File: src/pkg/cmov_pkg.sv
// package for the conditional move decoder: opcodes, flag positions, types
// assumes a 32-bit register file of eight entries and an x86 flag word
package cmov_pkg;

   // ************************************************
   // opcode bytes
   // ************************************************
   localparam logic [7:0] ESCAPE_BYTE    = 8'h0F;
   localparam logic [7:0] OP_IF_OVERFLOW = 8'h40;
   localparam logic [7:0] OP_IF_NO_OVF   = 8'h41;
   localparam logic [7:0] OP_IF_SIGN     = 8'h48;
   localparam logic [7:0] OP_IF_NOT_SIGN = 8'h49;
   localparam logic [7:0] OP_IF_PARITY   = 8'h4A;
   localparam logic [7:0] OP_IF_GE       = 8'h4D;

   // ************************************************
   // flag positions, reset values, timing
   // ************************************************
   localparam int         FLAG_PARITY_BIT   = 2;
   localparam int         FLAG_SIGN_BIT     = 7;
   localparam int         FLAG_OVERFLOW_BIT = 11;
   localparam logic [31:0] FLAGS_RESET      = 32'h0000_0002;
   localparam logic [31:0] REG_RESET        = 32'h0000_0000;
   localparam int         EXEC_CLOCKS       = 1;
   localparam logic [1:0] MOD_REGISTER      = 2'h3;

   // ************************************************
   // types
   // ************************************************
   typedef enum logic [2:0] {
      MOVE_IF_OVERFLOW,
      MOVE_IF_NO_OVERFLOW,
      MOVE_IF_SIGN,
      MOVE_IF_NOT_SIGN,
      MOVE_IF_PARITY_EVEN,
      MOVE_IF_GE
   } move_kind_t;

   typedef struct packed {
      logic [1:0] mode;
      logic [2:0] dest;
      logic [2:0] rm;
   } operand_byte_t;

   typedef struct packed {
      logic       valid;
      logic       taken;
      logic [2:0] dest;
      logic [31:0] value;
   } writeback_t;

endpackage : cmov_pkg

File: src/rtl/conditional_move_decode.sv
// conditional move decoder and executor for the integer core
// assumes fetch presents one byte per cycle with a valid strobe, and that a
// memory operand is returned by the load path on mem_valid after mem_req
//
// Functional notes
// [RULE_01] 0F 4D modrm: move if greater-or-equal, 1 clock
// [RULE_02] 0F 40 modrm: move if overflow, 1 clock
// [RULE_03] 0F 41 modrm: move if overflow clear, 1 clock
// [RULE_04] 0F 4A modrm: move if parity set, 1 clock
// [RULE_05] 0F 48/49: move on sign set/clear
// [RULE_06] false condition keeps destination; memory still addressed
`timescale 1ns/100ps

module conditional_move_decode
   import cmov_pkg::*;
(
   // clock and reset
   input  wire logic        clock,
   input  wire logic        reset,
   // fetch stream
   input  wire logic        fetch_valid,
   input  wire logic [7:0]  fetch_byte,
   output logic             fetch_ready,
   // flag word from the core, never written here
   input  wire logic [31:0] flags,
   // memory operand path
   output logic             mem_req,
   output logic [2:0]       mem_base,
   input  wire logic        mem_valid,
   input  wire logic [31:0] mem_data,
   // register file view
   input  wire logic [2:0]  read_index,
   output logic [31:0]      read_data,
   // completed instruction report
   output writeback_t       retire,
   output logic             unknown_opcode
);

   // ************************************************
   // decode helpers
   // ************************************************
   function automatic logic cond_true(input move_kind_t k, input logic [31:0] f);
      logic ovf;
      logic sgn;
      ovf = f[FLAG_OVERFLOW_BIT];
      sgn = f[FLAG_SIGN_BIT];
      case (k)
         MOVE_IF_OVERFLOW:    cond_true = ovf;                  // RULE_02
         MOVE_IF_NO_OVERFLOW: cond_true = !ovf;                 // RULE_03
         MOVE_IF_SIGN:        cond_true = sgn;                  // RULE_05
         MOVE_IF_NOT_SIGN:    cond_true = !sgn;                 // RULE_05
         MOVE_IF_PARITY_EVEN: cond_true = f[FLAG_PARITY_BIT];   // RULE_04
         MOVE_IF_GE:          cond_true = (sgn == ovf);         // RULE_01
         default:             cond_true = 1'b0;
      endcase
   endfunction : cond_true

   function automatic logic known_op(input logic [7:0] b);
      known_op = (b == OP_IF_OVERFLOW) || (b == OP_IF_NO_OVF) || (b == OP_IF_SIGN) ||
                 (b == OP_IF_NOT_SIGN) || (b == OP_IF_PARITY) || (b == OP_IF_GE);
   endfunction : known_op

   function automatic move_kind_t kind_of(input logic [7:0] b);
      case (b)
         OP_IF_OVERFLOW: kind_of = MOVE_IF_OVERFLOW;       // RULE_02
         OP_IF_NO_OVF:   kind_of = MOVE_IF_NO_OVERFLOW;    // RULE_03
         OP_IF_SIGN:     kind_of = MOVE_IF_SIGN;           // RULE_05
         OP_IF_NOT_SIGN: kind_of = MOVE_IF_NOT_SIGN;       // RULE_05
         OP_IF_PARITY:   kind_of = MOVE_IF_PARITY_EVEN;    // RULE_04
         default:        kind_of = MOVE_IF_GE;             // RULE_01
      endcase
   endfunction : kind_of

   // ************************************************
   // decode state
   // ************************************************
   typedef enum logic [1:0] {WAIT_ESCAPE, WAIT_OPCODE, WAIT_OPERAND, WAIT_MEMORY} phase_t;

   phase_t        phase_q, phase_d;
   move_kind_t    kind_q, kind_d;
   operand_byte_t opnd_q, opnd_d;
   logic [31:0]   regs_q [8];
   logic [31:0]   regs_d [8];
   writeback_t    retire_q, retire_d;
   logic          unknown_q, unknown_d;
   operand_byte_t in_opnd;

   assign in_opnd     = operand_byte_t'(fetch_byte);
   // stall fetch while a memory operand is outstanding
   assign fetch_ready = (phase_q != WAIT_MEMORY);
   assign mem_req     = (phase_q == WAIT_MEMORY);
   assign mem_base    = opnd_q.rm;
   assign read_data   = regs_q[read_index];
   assign retire      = retire_q;
   assign unknown_opcode = unknown_q;

   // next state: escape, opcode, operand, optional memory wait
   always_comb begin
      phase_d   = phase_q;
      kind_d    = kind_q;
      opnd_d    = opnd_q;
      regs_d    = regs_q;
      retire_d  = '0;
      unknown_d = 1'b0;
      case (phase_q)
         WAIT_ESCAPE: begin
            if (fetch_valid && fetch_byte == ESCAPE_BYTE) begin
               phase_d = WAIT_OPCODE;
            end
         end
         WAIT_OPCODE: begin
            if (fetch_valid) begin
               if (known_op(fetch_byte)) begin
                  kind_d  = kind_of(fetch_byte);
                  phase_d = WAIT_OPERAND;
               end else begin
                  unknown_d = 1'b1;
                  phase_d   = WAIT_ESCAPE;
               end
            end
         end
         WAIT_OPERAND: begin
            if (fetch_valid) begin
               opnd_d = in_opnd;
               if (in_opnd.mode == MOD_REGISTER) begin
                  // register source completes in the operand cycle
                  retire_d.valid = 1'b1;
                  retire_d.dest  = in_opnd.dest;
                  retire_d.value = regs_q[in_opnd.rm];
                  retire_d.taken = cond_true(kind_q, flags);             // RULE_01
                  if (retire_d.taken) begin
                     regs_d[in_opnd.dest] = regs_q[in_opnd.rm];
                  end
                  phase_d = WAIT_ESCAPE;
               end else begin
                  // memory source is fetched even if the move will not happen
                  phase_d = WAIT_MEMORY;                                   // RULE_06
               end
            end
         end
         WAIT_MEMORY: begin
            if (mem_valid) begin
               retire_d.valid = 1'b1;
               retire_d.dest  = opnd_q.dest;
               retire_d.value = mem_data;
               retire_d.taken = cond_true(kind_q, flags);
               if (retire_d.taken) begin
                  regs_d[opnd_q.dest] = mem_data;                          // RULE_06
               end
               phase_d = WAIT_ESCAPE;
            end
         end
         default: phase_d = WAIT_ESCAPE;
      endcase
   end

   // registers only; flags are input and never written back
   always_ff @(posedge clock) begin
      if (reset) begin
         phase_q   <= WAIT_ESCAPE;
         kind_q    <= MOVE_IF_GE;
         opnd_q    <= '0;
         retire_q  <= '0;
         unknown_q <= 1'b0;
         for (int i = 0; i < 8; i++) begin
            regs_q[i] <= REG_RESET;
         end
      end else begin
         phase_q   <= phase_d;
         kind_q    <= kind_d;
         opnd_q    <= opnd_d;
         retire_q  <= retire_d;
         unknown_q <= unknown_d;
         regs_q    <= regs_d;
      end
   end
endmodule : conditional_move_decode

File: config.mk
export PLATFORM = sky130hd
export DESIGN_NAME = conditional_move_decode
export DESIGN_NICKNAME = d
export VERILOG_FILES = /design/src/pkg/cmov_pkg.sv /design/src/rtl/conditional_move_decode.sv
export SDC_FILE = /design/constraint.sdc
export NUM_CORES = 1
export LEC_CHECK = 0
export BUFFER_PORTS_ARGS = -buffer_cell sky130_fd_sc_hd__buf_2
export CAP_MARGIN = 15
export CORE_AREA = 2 2 234 144
export CTS_CLUSTER_SIZE = 16
export DETAILED_ROUTE_END_ITERATION = 6
export DIE_AREA = 0 0 236 146
export GPL_TIMING_DRIVEN = 0
export MAX_ROUTING_LAYER = met4
export PLACE_DENSITY = 0.77
export SLEW_MARGIN = 20
export SYNTH_ARGS = -nofsm -noshare
export SYNTH_HDL_FRONTEND = slang
export SYNTH_SLANG_ARGS = --single-unit
File: constraint.sdc
create_clock -name clock -period 2.1 [get_ports clock]
set_input_delay 0.21 -clock clock [delete_from_list [all_inputs] [get_ports clock]]
set_output_delay 0.21 -clock clock [all_outputs]
set_load 0.005 [all_outputs]
# Word level (Yosys, flattened, before mapping)

Cells that the tools add are included.

$lt $le $gt $ge: 6
Bitwise logic cells: 6
Reduce and logical (&&, ||, !) cells: 18
Mux-type cells: 37
Equality and inequality tests: 25

Operators with widths:

| operator                                                              | number |
|---|---|
| 256-bit 2-to-1 mux                                                    | 5 |
| 256-bit bitwise mux                                                   | 2 |
| 256-bit one-hot mux with 2 select lines                               | 1 |
| 32-bit binary-select mux with 3-bit select                            | 2 |
| 32-bit demux with 3-bit select                                        | 2 |
| 32-bit 2-to-1 mux                                                     | 6 |
| 37-bit 2-to-1 mux                                                     | 3 |
| 37-bit one-hot mux with 2 select lines                                | 1 |
| 8-bit by 7-bit equality test with 1-bit output, second input constant | 6 |
| 4-bit >= comparator, second input constant                            | 4 |
| 3-bit NOT with 4-bit output                                           | 4 |
| 3-bit one-hot mux with 5 select lines                                 | 1 |
| 2-bit 2-to-1 mux                                                      | 6 |
| 2-bit != test, second input constant                                  | 6 |
| 8-bit by 4-bit equality test with 1-bit output, second input constant | 1 |
| 4-bit by 1-bit < comparator with 1-bit output, second input constant  | 2 |
| 2-bit one-hot mux with 4 select lines                                 | 1 |
| 2-bit equality test, second input constant                            | 3 |
| 3-bit by 2-bit equality test with 1-bit output, second input constant | 2 |
| 3-bit equality test, second input constant                            | 2 |
| 1-bit 2-to-1 mux                                                      | 6 |
| 1-bit one-hot mux with 6 select lines                                 | 1 |
| 6-bit AND reduction                                                   | 1 |
| 1-bit logical OR                                                      | 5 |
| other kinds (14)                                                      | 19 |

Flip-flop bits (word level): 305
Bits of input ports: 79
Output and inout port bits: 75

# Longest topological paths before layout

Depth after elaboration: 10
Depth in mapped cells: 10
Mapped depth without buffers: 6

# Worst setup path after synthesis

OpenSTA, ideal clock, no wires.

Kind: input to output
From: in read_index[0]
To: out read_data[12]
Slack: 86 ps
Required time: 1890 ps
Data arrival time: 1804 ps
Buffers on the path: 2
Stages: 4
Cells stage by stage: buf_2 buf_1 mux4_2 mux2_2

Word-level cells in the longest chain between the ends: 4

RTL lines:

| element                                              | line                          | source |
|---|---|---|
| start, declared                                      | conditional_move_decode.sv:32 | `input wire logic [2:0] read_index,` |
| 3-bit NOT with 4-bit output (not written as such)    | conditional_move_decode.sv:93 | `assign read_data = regs_q[read_index];` |
| 32-bit binary-select mux with 3-bit select           | conditional_move_decode.sv:93 |  |
| 32-bit 2-to-1 mux (not written as such) (2 in a row) | conditional_move_decode.sv:93 |  |
| end, declared                                        | conditional_move_decode.sv:33 | `output logic [31:0] read_data,` |

Every way passes these cells. The select of a mux whose other input is x is not followed.

# Worst setup path in the final report

From: in fetch_byte[0]
To: reg regs_q[118] (netlist name)

Word-level cells in the longest chain between the ends: 9

RTL lines:

| element                                              | line                           | source |
|---|---|---|
| start, declared                                      | conditional_move_decode.sv:22  | `input wire logic [7:0] fetch_byte,` |
| 3-bit NOT with 4-bit output (not written as such)    | conditional_move_decode.sv:132 | `regs_d[in_opnd.dest] = regs_q[in_opnd.rm];` |
| 32-bit binary-select mux with 3-bit select           | conditional_move_decode.sv:132 |  |
| 32-bit 2-to-1 mux (not written as such) (2 in a row) | conditional_move_decode.sv:132 |  |
| 256-bit bitwise mux                                  | conditional_move_decode.sv:132 |  |
| 256-bit 2-to-1 mux                                   | conditional_move_decode.sv:131 | `if (retire_d.taken) begin` |
| 256-bit 2-to-1 mux                                   | conditional_move_decode.sv:125 | `if (in_opnd.mode == MOD_REGISTER) begin` |
| 256-bit 2-to-1 mux                                   | conditional_move_decode.sv:123 | `if (fetch_valid) begin` |
| 256-bit one-hot mux with 2 select lines              | conditional_move_decode.sv:105 | `case (phase_q)` |
| end signal, assigned                                 | conditional_move_decode.sv:174 | `regs_q <= regs_d;` |
| end, declared                                        | conditional_move_decode.sv:82  | `logic [31:0] regs_q [8];` |

Every way passes these cells. The select of a mux whose other input is x is not followed.
A chain may end at the register's enable or synchronous reset.

==> metrics <==
fin util=68.3%; Area growth, synth to finish=25.3%; row count=51; TritonCTS clock tree=done; DRT Pass-1 Iters=7; GRT Overall Usage=50.0%; worst setup margin=-0.141 ns; sequential fraction of the synthesis area=34.9%; synth warn=0; worst path bufs/invs=5; P per Cell Area=608 nW/um2; Worst Tran Pin Value=1.11 ns; Top delay family on crit path=buffers and inverters; core area=32,100 um2; failing checks=DRC, setup timing; Crit. End Element=flip-flop; CTS Buf Count=30; Syn Inst Count=1,680; vias per std cell=7.97; number of synthesized flops with an enable pin=0; Mapped Area=17,500 um2; Slew Limit Fails=0; Hold Violations, Final=0; DRT iter0 DRCs=4,111; Synthesized Nets=1,759; HPWL Detailed=60.3 mm; syn_area_per_cell=10.4 um2; Critical Path RT=2.58 ns; crit-path max cell delay=0.57 ns; commonest non-fill, non-tap cell in the layout=dfxtp_1; simple-gate share of the synthesized area=8.96%; worst vdd ir=0.000619 V; total gr overflow=0; vias in the first global route=17,030; RSZ-0062 raised after global routing=yes; WS Path Type=input pin to flip-flop; CP max-delay cell=buf_2; endpoints failing setup=87; worst skew pair latency=0.60 ns; largest net degree at the start of global routing=15; DR vias=19,117; minimum clock period=2.24 ns; WHS=0.0167 ns; CP cell instances=buf_4 > buf_6 > buf_4 > buf_2 > buf_2 > a22oi_2 > a22oi_1 > o2bb2ai_4; share of cell area taken by muxes after synthesis=16.6%; clk root buf=clkbuf_16; Worst slew margin=25.9%; Most used DFF post-synth=dfxtp_1; Top Ports=154; die area=34,500 um2; DRC=3; CP startpoint kind=input pin; clock skew=0.0130 ns; FMAX=0.446 GHz; PortBufs=117; ys async rst share=0%; CP Data Arrival Time=2.72 ns; Die Height=146 um; setup tns final=-2.81 ns; combinational family with the most area after synthesis=compound AO/OA/AOI/OAI gates; Post-Place Worst Slack=-0.953 ns; adder-cell share of the synthesized area=0%; Distinct cells, synth=83; share of the synthesized area in the top cell type=34.9%; largest area contributor in the netlist=dfxtp_1; WL/cell=37.6 um; Detail Route Antenna Nets=0; outcome=finished, violations left; deepest clock path buffer count=3; period utilization=107%; Synth Register Bits=305; initial antenna violation count=1; Max Fanout on Critical Path=10; Post-Synth XOR/XNOR Area=0.100%; Final nets=2,028; Synth area leaders=dfxtp_1, mux4_2, a22oi_1; Compound-Gate Fraction of Synth Area=32.7%; Initial Util=54.5%; commonest cells after routing, fill and taps aside=dfxtp_1, buf_2, a22oi_1; clock slew at reported path FFs=0.07 ns; Static Leak=7.80 nW; H-tree depth=1; gpl congestion=1.08; Worst Hold Class=input pin to flip-flop; Clock Sink Count=305; Max-Cap Viols=0; layout cells sized above 1=38.0%; total routed wirelength=90.2 mm; first-pass GRT wire length=121 mm; overall power=13.3 mW; Die W=236 um
-- flip-flops by register name, summed over array words and instances, names as in the netlist --
register	cells
phase_q	2
opnd_q	3
unknown_opcode	1
kind_q	3
retire	37
mem_base	3
regs_q	256
-- cells in the mapped netlist (all sizes together), types with 3 or more instances --
master	n
nand3	17
nand4b	6
clkbuf	61
o32a	3
nand3b	3
and4b	3
nor3b	5
mux2i	28
a2bb2oi	20
mux2	65
nor3	35
a21oi	68
a21o	3
o221ai	16
nand2b	12
or2	7
a311oi	7
nand4	5
o211ai	5
o2bb2ai	109
or3	14
o22a	12
nor2b	5
o21ai	12
and2	17
a22oi	149
nor4b	3
a211oi	29
nand2	66
buf	147
mux4	84
a31oi	4
a32oi	7
o22ai	129
dfxtp	305
inv	10
a22o	103
a221o	5
o31ai	5
nor2	75
-- worst register-to-register path, delay by kind of cell, from the launching register on --
kind                   cells  cell delay, ns
AOI/OAI and AO/OA          3            0.65
and+or+nand+nor            1            0.57
buffers and inverters      3            0.46
DFF                        1            0.36
-- what timing repair did --
| item | 4_1_cts | 5_1_grt |
|---|---|---|
| pin swaps | 23 | 50 |
| buffers inserted | 34 | 53 |
| endpoints found under the setup margin | 325 | 269 |
| hold buffers | 30 | 0 |
| hold endpoints to repair | 33 | 0 |
| gates cloned | 3 | 14 |
| gates resized for setup | 195 | 167 |
-- power by group --
part	leakage [nW]	total, mW	switching (mW)	internal [mW]
combinational	4.85	1.72	1.17	0.552
clock	0.488	5.85	2.59	3.26
sequential	2.46	5.78	0.000100	5.78
-- cell families (layout without fill, tap and decap cells) --
group | Yosys count | in the layout
AO/OA/AOI/OAI | 696 | 696
multiplexers | 177 | 177
AND/OR/NAND/NOR | 282 | 282
XOR/XNOR | 2 | 2
flip-flops | 305 | 305
buffers and inverters | 218 | 511
other | 0 | 2
-- per-layer routing --
metal,up-vias,GRT usage (%),wire length (um)
met5,-,-,0
met4,0,18.6,4880
met3,413,27.6,19100
met2,2226,61.8,32900
met1,9191,66.4,33300
li1,7287,-,-
-- path summary, 6_finish.rpt --
path	to	startpoint	slack (ns)	cells after the start
max	regs_q[118]$_SDFFE_PP0P_	fetch_byte[0]	-0.14	8
min	phase_q[0]$_SDFFE_PP0P_	mem_valid	0.02	4
max reg2reg	regs_q[190]$_SDFFE_PP0P_	phase_q[1]$_SDFFE_PP0P_	-0.05	7
min reg2reg	regs_q[148]$_SDFFE_PP0P_	regs_q[148]$_SDFFE_PP0P_	0.48	1
-- stage by stage --
step	std cells	area, um2
floorplan	1680	17500
global placement	2221	18600
detailed placement	2221	18600
CTS	2337	20800
global route	2399	21900
finish	2399	21900
-- final cells by class --
cell class | instances | area [um2]
diodes | 2 | 5.00
plain buffers | 195 | 1600
clock buffers | 46 | 882
clock inverters | 10 | 133
fillers | 2417 | 10200
inverters | 10 | 45.0
multi-input cells | 1157 | 10700
flip-flops and latches | 305 | 6140
well taps | 424 | 531
repair buffers | 250 | 1920
Power figures use the tool's default switching activity.
